**config.mk**
```make
export PLATFORM = sky130hd
export DESIGN_NAME = dpm_core
export DESIGN_NICKNAME = d
export VERILOG_FILES = /design/src/dpm_pkg.sv /design/src/dpm_core.sv
export VERILOG_INCLUDE_DIRS = /design/src
export SDC_FILE = /design/constraint.sdc
export NUM_CORES = 1
export LEC_CHECK = 0
export ABC_AREA = 1
export BUFFER_PORTS_ARGS = -buffer_cell sky130_fd_sc_hd__buf_2
export CORE_MARGIN = 2
export CORE_UTILIZATION = 53
export CTS_CLUSTER_SIZE = 30
export DETAILED_ROUTE_END_ITERATION = 8
export HOLD_SLACK_MARGIN = 0.12
export PLACE_DENSITY = 0.75
export SETUP_SLACK_MARGIN = 0.02
export SYNTH_ARGS = -nofsm -noshare
export SYNTH_HDL_FRONTEND = slang
export SYNTH_SLANG_ARGS = --single-unit
```
**constraint.sdc**
```tcl
create_clock -name clk_i -period 5.65 [get_ports clk_i]
set_input_delay 0.2825 -clock clk_i [delete_from_list [all_inputs] [get_ports clk_i]]
set_output_delay 0.2825 -clock clk_i [all_outputs]
set_load 0.02 [all_outputs]
```
**src/dpm_map.svh**
```systemverilog
`ifndef DPM_MAP_SVH
`define DPM_MAP_SVH
// Device clock rate and the length of one interval.
`define DPM_CLK_HZ 40000000
`define DPM_SEC_S 1
`define DPM_SEC_CYC (`DPM_SEC_S * `DPM_CLK_HZ)
// Line and frame defect thresholds, severe second and unavailability limits.
`define DPM_EXZ_ZEROS 3
`define DPM_SEF_ERRS 3
`define DPM_SES_ERRS 45
`define DPM_UNAV_RUN 10
// Frames of AIC ones needed to call the signal C-bit parity.
`define DPM_AIC_RUN 8
// Alternating payload bits needed to call the signal AIS.
`define DPM_AIS_RUN 64
// Longest zero run let out of the test pattern generator.
`define DPM_QRSS_MAXZ 14
`define DPM_QRSS_SEED 20'h00001
`define DPM_FEBE_OK 3'h7
`endif

```
**src/dpm_pkg.sv**
```systemverilog
`default_nettype none
package dpm_pkg;
  // Path availability, one-hot.
  typedef enum logic [1:0] {
    DPM_AVAIL   = 2'b01,
    DPM_UNAVAIL = 2'b10
  } dpm_avail_e;
endpackage
`default_nettype wire

```
**src/dpm_core.sv**
```systemverilog
`timescale 1ns/100ps
`default_nettype none
`include "dpm_map.svh"
module dpm_core #(
  parameter int CNT_W   = 16,
  parameter int SEC_CYC = `DPM_SEC_CYC,
  parameter int AIC_RUN = `DPM_AIC_RUN,
  parameter int AIS_RUN = `DPM_AIS_RUN
) (
  input  wire logic             clk_i,
  input  wire logic             rst_i,
  input  wire logic             bit_en_i,
  input  wire logic             pos_pulse_i,
  input  wire logic             neg_pulse_i,
  input  wire logic             subst_i,
  input  wire logic             sig_valid_i,
  input  wire logic             frame_lock_i,
  input  wire logic             fbit_en_i,
  input  wire logic             fbit_err_i,
  input  wire logic             aic_en_i,
  input  wire logic             aic_bit_i,
  input  wire logic             pay_en_i,
  input  wire logic             pay_bit_i,
  input  wire logic             pbit_err_i,
  input  wire logic             cpbit_err_i,
  input  wire logic             febe_en_i,
  input  wire logic [2:0]       febe_bits_i,
  input  wire logic             qrss_en_i,
  output logic                  los_o,
  output logic                  oof_o,
  output logic                  sef_o,
  output logic                  ais_o,
  output logic                  cbit_fmt_o,
  output logic                  bpv_o,
  output logic                  excess_zeros_event_o,
  output logic                  febe_o,
  output logic                  sec_tick_o,
  output logic                  xbit_o,
  output logic                  path_unavail_o,
  output logic                  qrss_o,
  output logic [CNT_W-1:0]      line_code_violation_count,
  output logic [CNT_W-1:0]      path_parity_violation_count,
  output logic [CNT_W-1:0]      line_errored_seconds,
  output logic [CNT_W-1:0]      path_errored_seconds,
  output logic [CNT_W-1:0]      line_los_seconds,
  output logic [CNT_W-1:0]      path_frame_alarm_seconds,
  output logic [CNT_W-1:0]      path_severe_frame_seconds,
  output logic [CNT_W-1:0]      line_severely_errored_seconds,
  output logic [CNT_W-1:0]      path_severely_errored_seconds,
  output logic [CNT_W-1:0]      path_unavailable_seconds
);
  localparam int SW   = $clog2(SEC_CYC);
  localparam int AICW = $clog2(AIC_RUN + 1);
  localparam int AISW = $clog2(AIS_RUN + 1);

  typedef struct packed {
    logic [CNT_W-1:0]   lcv;
    logic [CNT_W-1:0]   ppv;
    logic [CNT_W-1:0]   les;
    logic [CNT_W-1:0]   pes;
    logic [CNT_W-1:0]   llos;
    logic [CNT_W-1:0]   pfas;
    logic [CNT_W-1:0]   psfs;
    logic [CNT_W-1:0]   lses;
    logic [CNT_W-1:0]   pses;
    logic [CNT_W-1:0]   puas;
    logic [SW-1:0]      sec;
    logic [1:0]         zrun;
    logic               pol;
    logic               polv;
    logic [5:0]         lerr;
    logic [5:0]         perr;
    logic               slos;
    logic               ssef;
    logic               sais;
    logic [15:0]        fwin;
    logic               los;
    logic               oof;
    logic               sef;
    logic [AICW-1:0]    aicr;
    logic               cbit;
    logic [AISW-1:0]    aisr;
    logic               ais;
    logic               lpay;
    dpm_pkg::dpm_avail_e st;
    logic [3:0]         run;
    logic [19:0]        lfsr;
    logic [3:0]         qz;
    logic               qrss;
    logic               xbit;
    logic               bpv;
    logic               excess_zeros_event;
    logic               febe;
    logic               tick;
  } dpm_state_s;

  dpm_state_s r_reg;
  dpm_state_s r_next;

  logic       pulse;
  logic       tick;
  logic       los_any;
  logic       sef_any;
  logic       ais_any;
  logic       l_err;
  logic       p_err;
  logic       l_ses;
  logic       p_ses;
  logic [5:0] l6;
  logic [5:0] p6;
  logic [1:0] pinc;

  // Counters stick at all ones rather than wrap, so a full count is honest.
  function automatic logic [CNT_W-1:0] sat_add(
    input logic [CNT_W-1:0] v,
    input logic [1:0]       d);
    logic [CNT_W:0] s;
    s = {1'b0, v} + {{(CNT_W-1){1'b0}}, d};
    sat_add = s[CNT_W] ? {CNT_W{1'b1}} : s[CNT_W-1:0];
  endfunction

  // Interval error tallies only need to reach the severe threshold.
  function automatic logic [5:0] sat6(
    input logic [5:0] v,
    input logic [1:0] d);
    logic [6:0] s;
    s = {1'b0, v} + {5'h00, d};
    sat6 = s[6] ? 6'h3f : s[5:0];
  endfunction

  // All next-state logic of the monitor.
  always_comb begin
    r_next = r_reg;
    pulse = pos_pulse_i | neg_pulse_i;
    r_next.bpv = 1'b0;
    r_next.excess_zeros_event = 1'b0;
    // Line coding: polarity memory and zero run.
    if (bit_en_i) begin
      if (pulse) begin
        r_next.bpv = r_reg.polv && (r_reg.pol == pos_pulse_i) &&
                     !subst_i;
        r_next.pol = pos_pulse_i;
        r_next.polv = 1'b1;
        r_next.zrun = 2'h0;
      end else begin
        if (r_reg.zrun == 2'(`DPM_EXZ_ZEROS - 1)) begin
          r_next.excess_zeros_event = 1'b1;
        end
        if (r_reg.zrun != 2'h3) begin
          r_next.zrun = r_reg.zrun + 2'h1;
        end
      end
    end
    r_next.los = !sig_valid_i;
    r_next.oof = !frame_lock_i;
    // Sliding window over the last 16 F-bits.
    if (fbit_en_i) begin
      r_next.fwin = {r_reg.fwin[14:0], fbit_err_i};
      if ($countones(r_next.fwin) >= `DPM_SEF_ERRS) begin
        r_next.sef = 1'b1;
      end else if (frame_lock_i) begin
        r_next.sef = 1'b0;
      end
    end
    // One zero in the AIC drops back to M13 at once.
    if (aic_en_i) begin
      if (!aic_bit_i) begin
        r_next.aicr = '0;
      end else if (r_reg.aicr != AICW'(AIC_RUN)) begin
        r_next.aicr = r_reg.aicr + 1'b1;
      end
    end
    r_next.cbit = (r_next.aicr == AICW'(AIC_RUN));
    // AIS needs a framed, alternating payload for a full run.
    if (pay_en_i) begin
      if (frame_lock_i && (pay_bit_i != r_reg.lpay)) begin
        if (r_reg.aisr != AISW'(AIS_RUN)) begin
          r_next.aisr = r_reg.aisr + 1'b1;
        end
      end else begin
        r_next.aisr = '0;
      end
      r_next.lpay = pay_bit_i;
    end
    // A lost frame breaks the run, so AIS cannot come back on relock alone.
    if (!frame_lock_i) begin
      r_next.aisr = '0;
    end
    r_next.ais = frame_lock_i &&
                 (r_next.aisr == AISW'(AIS_RUN));
    r_next.febe = febe_en_i && r_reg.cbit &&
                  (febe_bits_i != `DPM_FEBE_OK);
    r_next.xbit = !(r_next.sef || r_next.ais);
    // Accumulated counts.
    pinc = {1'b0, pbit_err_i} +
           {1'b0, r_reg.cbit & cpbit_err_i};
    r_next.ppv = sat_add(r_reg.ppv, pinc);
    r_next.lcv = sat_add(r_reg.lcv,
                         {1'b0, r_next.bpv | r_next.excess_zeros_event});
    // Interval tallies include this cycle's events.
    l6 = sat6(r_reg.lerr, {1'b0, r_next.bpv | r_next.excess_zeros_event});
    p6 = sat6(r_reg.perr, pinc);
    los_any = r_reg.slos | r_next.los;
    sef_any = r_reg.ssef | r_next.sef;
    ais_any = r_reg.sais | r_next.ais;
    l_err = (l6 != 6'h00) | los_any;
    p_err = (p6 != 6'h00) | sef_any | ais_any;
    l_ses = (l6 >= 6'(`DPM_SES_ERRS)) | los_any;
    p_ses = (p6 >= 6'(`DPM_SES_ERRS)) | sef_any | ais_any;
    tick = (r_reg.sec == SW'(SEC_CYC - 1));
    r_next.tick = tick;
    r_next.sec = tick ? '0 : r_reg.sec + 1'b1;
    r_next.lerr = l6;
    r_next.perr = p6;
    r_next.slos = los_any;
    r_next.ssef = sef_any;
    r_next.sais = ais_any;
    // Second boundary: score the interval, then clear its flags.
    if (tick) begin
      r_next.les = sat_add(r_reg.les, {1'b0, l_err});
      r_next.pes = sat_add(r_reg.pes, {1'b0, p_err});
      r_next.llos = sat_add(r_reg.llos, {1'b0, los_any});
      r_next.pfas = sat_add(r_reg.pfas,
                            {1'b0, sef_any | ais_any});
      r_next.psfs = sat_add(r_reg.psfs, {1'b0, sef_any});
      r_next.lses = sat_add(r_reg.lses, {1'b0, l_ses});
      r_next.pses = sat_add(r_reg.pses, {1'b0, p_ses});
      case (r_reg.st)
        dpm_pkg::DPM_AVAIL: begin
          if (!p_ses) begin
            r_next.run = 4'h0;
          end else if (r_reg.run == 4'(`DPM_UNAV_RUN - 1)) begin
            r_next.run = 4'h0;
            r_next.st = dpm_pkg::DPM_UNAVAIL;
          end else begin
            r_next.run = r_reg.run + 4'h1;
          end
        end
        dpm_pkg::DPM_UNAVAIL: begin
          if (p_ses) begin
            r_next.run = 4'h0;
          end else if (r_reg.run == 4'(`DPM_UNAV_RUN - 1)) begin
            r_next.run = 4'h0;
            r_next.st = dpm_pkg::DPM_AVAIL;
          end else begin
            r_next.run = r_reg.run + 4'h1;
          end
        end
        default: begin
          r_next.run = 4'h0;
          r_next.st = dpm_pkg::DPM_AVAIL;
        end
      endcase
      r_next.puas = sat_add(r_reg.puas,
        {1'b0, r_next.st == dpm_pkg::DPM_UNAVAIL});
      r_next.lerr = 6'h00;
      r_next.perr = 6'h00;
      r_next.slos = 1'b0;
      r_next.ssef = 1'b0;
      r_next.sais = 1'b0;
    end
    // Test pattern: the cap forces a one without disturbing the LFSR.
    if (qrss_en_i) begin
      r_next.lfsr = {r_reg.lfsr[18:0],
                     r_reg.lfsr[19] ^ r_reg.lfsr[16]};
      if (r_reg.lfsr[19]) begin
        r_next.qrss = 1'b1;
        r_next.qz = 4'h0;
      end else if (r_reg.qz == 4'(`DPM_QRSS_MAXZ)) begin
        r_next.qrss = 1'b1;
        r_next.qz = 4'h0;
      end else begin
        r_next.qrss = 1'b0;
        r_next.qz = r_reg.qz + 4'h1;
      end
    end
  end

  // State register; X-bits idle high so no false RAI leaves at reset.
  always_ff @(posedge clk_i) begin
    if (rst_i) begin
      r_reg <= '0;
      r_reg.lfsr <= `DPM_QRSS_SEED;
      r_reg.xbit <= 1'b1;
      r_reg.st <= dpm_pkg::DPM_AVAIL;
    end else begin
      r_reg <= r_next;
    end
  end

  // Outputs straight from the state register.
  assign los_o = r_reg.los;
  assign oof_o = r_reg.oof;
  assign sef_o = r_reg.sef;
  assign ais_o = r_reg.ais;
  assign cbit_fmt_o = r_reg.cbit;
  assign bpv_o = r_reg.bpv;
  assign excess_zeros_event_o = r_reg.excess_zeros_event;
  assign febe_o = r_reg.febe;
  assign sec_tick_o = r_reg.tick;
  assign xbit_o = r_reg.xbit;
  assign path_unavail_o = (r_reg.st == dpm_pkg::DPM_UNAVAIL);
  assign qrss_o = r_reg.qrss;
  assign line_code_violation_count = r_reg.lcv;
  assign path_parity_violation_count = r_reg.ppv;
  assign line_errored_seconds = r_reg.les;
  assign path_errored_seconds = r_reg.pes;
  assign line_los_seconds = r_reg.llos;
  assign path_frame_alarm_seconds = r_reg.pfas;
  assign path_severe_frame_seconds = r_reg.psfs;
  assign line_severely_errored_seconds = r_reg.lses;
  assign path_severely_errored_seconds = r_reg.pses;
  assign path_unavailable_seconds = r_reg.puas;
endmodule
`default_nettype wire

```
==> impl_metrics.tcl, run 1 <==
set metrics [dict create \
    regArea_sq_mm 0.005466 \
    grt_pass1_wl_um 55970 \
    synth.top_cell.area_share 0.3680 \
    finalPower_mw 4.353 \
    nets 2161 \
    h-tree-depth 1 \
    grt_max_degree 87 \
    r2r_end "path_unavailable_seconds[1]" \
    port-buffer-count 192 \
    start_util 0.5361 \
    yosys_warnings 0 \
    clock_latency_ns 0.55 \
    slew_headroom 0.3381 \
    ir_drop_uv 237.8 \
    die_area_sq_mm 0.02938 \
    cts_tree "built" \
    startpoint "r_reg[67]" \
    crit_fanout 6 \
    layout-drive-gt1-share 0.1721 \
    synth_edf_count 0 \
    tightest_slew_ns 0.9928 \
    vias 12975 \
    period_share 0.9925 \
    path_clk_slew_ns 0.06 \
    core_area_sq_mm 0.02771 \
    fin_skew_ns 0.01192 \
    synth_commonest_cells "311 x nand2_1, 273 x dfxtp_1, 270 x inv_1" \
    place_ws_ns -0.1612 \
    grt_overflow_total 0 \
    r2r_slack_ns 0.04 \
    vias_per_cell 5.217 \
    power.leakage_nw 6.739 \
    min_period_ns 5.608 \
    worstPathArrival_ns 6.08 \
    ys_ff_latch 273 \
    fin_ws_ns 0.04249 \
    drt_iter0_markers 946 \
    diodes 0 \
    rsz0062_at_grt "yes" \
    finalSetupViolCount 0 \
    reg2reg_from "r_reg[67]" \
    area_delta_synth_final_pct 10.48 \
    wirelength_um 34940 \
    power_density_mw_per_mm2 265.3 \
    hold_ws_ns 0.1457 \
    endpoint_kind "flip-flop" \
    drv_cap 0 \
    antenna_found_initial 0 \
    synth_nets 2108 \
    yosysUniqueCellTypes 50 \
    cts_buffers 30 \
    netlist_area_sq_mm 0.01485 \
    timing.fmax_ghz 0.1783 \
    cp.required_ns 6.13 \
    place.gp.congestion 0.8792 \
    reg2regPathDepth 27 \
    first_pass_iters 5 \
    die_x_um 171.4 \
    hp-class "in -> reg" \
    ant_nets 0 \
    crit_type "reg -> reg" \
    postSynthAreaPerCell_sq_um 7.302 \
    grt_pass1_vias 11788 \
    ios 193 \
    n_fill_cell 2450 \
    hold_violations 0 \
    crit_path_start_kind "flip-flop" \
    synthArstFlopShare 0 \
    avgRoutedWirePerCell_um 14.05 \
    cts.sinks 273 \
    synth_area_leader_cell "dfxtp_1" \
    yosysMostFrequentCell "nand2_1" \
    outcome "finished clean" \
    synth.area.top_cells "dfxtp_1 37%, buf_4 8.2%, nand2_1 7.9%, inv_1 6.8%, nor2_1 5.8%" \
    dp_hpwl_um 24800 \
    synth-seq-area-share 0.3680 \
    drv_slew 0 \
    rows 61 \
    synthCells 2034 \
    multi_input_area_sq_mm 0.007089 \
    synth_flop_cell "dfxtp_1" \
    finalInstanceArea_sq_mm 0.01641 \
    largest_reg_flops 102 \
    utilization 0.5922 \
    endpoint "path_unavailable_seconds[1]" \
    die_h_um 171.4 \
    drc 0 \
    grt_use_total 0.2305 \
    cts_root_buffer "clkbuf_16" \
    clock_path_buffers 3 \
    postPlaceCellArea_sq_mm 0.01500 \
]
-- critical path: stages (launching register included) --
cell	delay, ns
dfxtp_2	0.34
inv_2	0.04
fa_1	0.55
fa_1	0.44
fa_1	0.49
fa_1	0.53
inv_2	0.04
ha_4	0.15
fa_1	0.49
a21oi_2	0.17
nand3_1	0.09
nand2_1	0.08
nand3b_1	0.15
a21oi_2	0.20
nand4_1	0.11
nand3_1	0.11
nand2_1	0.07
a21oi_2	0.13
ha_2	0.20
nand2_2	0.08
nor2_4	0.13
inv_2	0.06
nor2_4	0.11
nand3_2	0.12
nor2_4	0.17
nand2_2	0.07
or2_4	0.29
a21oi_2	0.13
-- worst min path at each step --
stage                      startpoint         to  slack [ns]  cells after the start
after floorplan           sig_valid_i      los_o        0.35                      1
after global placement      r_reg[88]  r_reg[88]        0.43                      1
after detailed placement    r_reg[88]  r_reg[88]        0.44                      1
after CTS                 neg_pulse_i  r_reg[87]        0.13                      6
after global routing      neg_pulse_i  r_reg[87]        0.17                      6
final                     neg_pulse_i  r_reg[87]        0.15                      6
-- repair_timing --
item | in CTS | in global routing
endpoints found under the hold margin | 11 | 0
pin swaps | 0 | 26
hold buffers | 14 | 0
buffers inserted | 0 | 7
resized for setup | 3 | 56
setup endpoints to repair | 10 | 63
-- logic make-up after synthesis --
family                     Yosys count  share of synthesized area
and+or+nand+nor                    831                     0.2574
xor gates and xnor gates            65                    0.03833
DFF                                273                     0.3680
AOI/OAI and AO/OA                  322                     0.1181
adders and majority gates           53                    0.05072
buffers and inverters              490                     0.1675
-- routing by layer --
layer	up-vias	global-route usage	part of all wire
met5	-	0	0
met4	0	0.08069	0.032
met3	64	0.04096	0.067
met2	353	0.3880	0.46
met1	5999	0.2975	0.44
li1	6559	-	-
-- metrics by stage --
step | setup TNS (ns) | instances
3_3_place_gp | -0.3608 | 2412
6_report | 0 | 2487
3_5_place_dp | -0.9606 | 2412
2_1_floorplan | 0 | 2034
5_1_grt | -3.710 | 2487
4_1_cts | 0 | 2480
-- power breakdown --
part / switching (mW) / internal, mW
logic: 0.239 / 0.150
clock network: 0.784 / 1.20
registers: 0.0190 / 1.96
total: 1.04 / 3.31
-- cells in the final DEF, fill, tap and decap left out, drive strengths merged, types with 25 or more instances in the layout --
cell type / synthesis / final
nand3: 133 / 133
nor3: 60 / 60
nor2: 232 / 232
nand4: 41 / 41
nand2: 312 / 312
a21oi: 118 / 118
a31oi: 46 / 46
buf: 174 / 216
dfxtp: 273 / 273
xor2: 46 / 46
clkbuf: 35 / 48
or2: 25 / 25
o21ai: 132 / 132
ha: 41 / 41
inv: 277 / 276
-- area by class of cell --
| class | instances | share of cell area |
|---|---|---|
| Sequential cell | 273 | 0.3332 |
| Clock inverter | 6 | 0.003584 |
| Tap cell | 378 | 0.02882 |
| Inverter | 281 | 0.06474 |
| Timing Repair Buffer | 230 | 0.07915 |
| Multi-Input combinational cell | 1271 | 0.4321 |
| Clock buffer | 48 | 0.05849 |
Note: power is estimated with default switching activity, not from simulation.
==> inputs of run 2 (changes only) <==
==> constraint.sdc (replaced) <==
create_clock -name clk_i -period 5.65 [get_ports clk_i]
set_input_delay 0.8475 -clock clk_i [delete_from_list [all_inputs] [get_ports clk_i]]
set_output_delay 0.8475 -clock clk_i [all_outputs]
set_load 0.02 [all_outputs]
==> run 2 against run 1 <==
Net effect:
- largest cell class unchanged
- flip-flop and latch count stayed put
- clock power grew 7%
- cell count is 0.36% higher
- sequential power barely moved
- critical path type unchanged
- register-to-register slack worse by 0.02 ns
- count of clock-buffer cells in the layout decreased by 8
- total power up 3.8%
- core utilization increased by 0.44 points
- critical path depth unchanged
==> impl_metrics.tcl, run 2 (synthesis results as in run 1) <==
set metrics [dict create \
    cts.sinks 273 \
    crit_type "reg -> reg" \
    ir_drop_uv 197.6 \
    multi_input_area_sq_mm 0.007139 \
    ant_nets 0 \
    layout-drive-gt1-share 0.1898 \
    combPwrFrac 0.092 \
    path_clk_slew_ns 0.06 \
    switching_share 0.2403 \
    nets 2168 \
    vias 12974 \
    cts_tree "built" \
    fin_skew_ns 0.007778 \
    start_util 0.5361 \
    utilization 0.5967 \
    power.leakage_nw 6.786 \
    largest_reg_flops 102 \
    drc 0 \
    drv_slew 0 \
    dp_hpwl_um 23870 \
    worstPathArrival_ns 6.10 \
    cp.required_ns 6.12 \
    hold_buffers 0 \
    p_int_mw 3.433 \
    crit_fanout 6 \
    regArea_sq_mm 0.005470 \
    tns_ns 0 \
    first_pass_iters 5 \
    antenna_found_initial 1 \
    port-buffer-count 192 \
    outcome "finished clean" \
    area_delta_synth_final_pct 11.31 \
    crit_path_start_kind "flip-flop" \
    instances_no_fill 2496 \
    hold_ws_ns 0.4483 \
    finalSetupViolCount 0 \
    dpl.cell_count 2432 \
    die_x_um 171.4 \
    rsz0062_at_grt "yes" \
    grt_pass1_wl_um 54220 \
    tightest_slew_ns 1.070 \
    clock_path_buffers 3 \
    timing.fmax_ghz 0.1776 \
    ios 193 \
    clkPwrFrac 0.468 \
    rows 61 \
    place.gp.congestion 0.8631 \
    cts_buffers 31 \
    wirelength_um 34360 \
    vias_per_cell 5.198 \
    crit_slowest_cell "fa_1" \
    period_share 0.9968 \
    drv_cap 0 \
    avgRoutedWirePerCell_um 13.77 \
    core_area_sq_mm 0.02771 \
    min_period_ns 5.632 \
    power_density_mw_per_mm2 273.4 \
    diodes 0 \
    clock_latency_ns 0.55 \
    slew_headroom 0.2870 \
    cp_slowest_stage_delay_ns 0.56 \
    seq_power_share 0.439 \
    endpoint_kind "flip-flop" \
    grt_overflow_total 0 \
    grt_max_degree 91 \
    hold_violations 0 \
    layout_commonest_cell "nand2_1" \
    die_area_sq_mm 0.02938 \
    grt_use_total 0.2205 \
    finalPower_mw 4.519 \
    die_h_um 171.4 \
    hp-class "reg -> reg" \
    n_fill_cell 2466 \
    path_common_cell "fa_1" \
    final_cell_mix "304 x nand2_1, 269 x dfxtp_1, 258 x inv_1" \
    p_sw_mw 1.086 \
    drt_iter0_markers 757 \
    cts_root_buffer "clkbuf_16" \
    grt_pass1_vias 11886 \
    h-tree-depth 1 \
]
[run 2: cell count changes in the layout (fill, tap and decap cells not counted), sizes merged]
cell	change
inv	+2
clkinv	+2
dlygate4sd3	-14
bufinv	+5
clkbuf	-8
clkinvlp	+2
buf	+20
[run 2: what timing repair did]
item	CTS	global route
cloned	0	0
gates resized for setup	3	61
pin swaps	4	35
buffers inserted	0	8
endpoints found under the setup margin	7	56
[run 2: worst paths after layout]
kind / start / endpoint / slack [ns] / cells after the start
setup / recovery: r_reg[67] / path_unavailable_seconds[6] / 0.02 / 27
hold / removal: r_reg[88] / r_reg[88] / 0.45 / 1
setup reg to reg: r_reg[67] / path_unavailable_seconds[6] / 0.02 / 27
hold reg to reg: r_reg[88] / r_reg[88] / 0.45 / 1
[run 2: power groups by stage]
stage | clock [mW] | combinational, mW | sequential, mW
global placement | 0 | 0.347 | 2.02
global route | 2.23 | 0.471 | 1.99
floorplan | 0 | 0.236 | 2.03
finish | 2.12 | 0.417 | 1.99
detailed placement | 0 | 0.365 | 2.03
CTS | 2.14 | 0.375 | 1.98
[run 2: metrics by stage]
step	setup WS (ns)	cell area (sq um)
floorplan	-0.08507	14890
global placement	-0.4591	15190
detailed placement	-0.5286	15190
CTS	0.02543	16270
global route	-0.3059	16530
finish	0.01833	16530
[run 2: area by class of cell]
class / instances / share of cell area
Inverter: 281 / 0.06471
Tap cell: 378 / 0.02861
Clock inverter: 17 / 0.01476
Timing Repair Buffer: 236 / 0.07894
Multi-Input combinational cell: 1271 / 0.4319
Clock buffer: 40 / 0.05018
Sequential cell: 273 / 0.3309
[run 2: routing by layer]
| layer | vias to the layer above | part of all wire | global-route usage |
|---|---|---|---|
| met5 | - | 0.00038 | 0 |
| met1 | 6011 | 0.43 | 0.2721 |
| met4 | 2 | 0.025 | 0.06448 |
| met3 | 64 | 0.057 | 0.03797 |
| met2 | 319 | 0.48 | 0.3932 |
| li1 | 6578 | - | - |
[run 2: critical path, delay by kind of cell, from the launching register on]
family | cells | cell delay, ns
fa+ha+maj | 7 | 2.87
simple gates | 13 | 1.58
compound gates | 4 | 0.64
flops | 1 | 0.33
buf+inv | 3 | 0.15
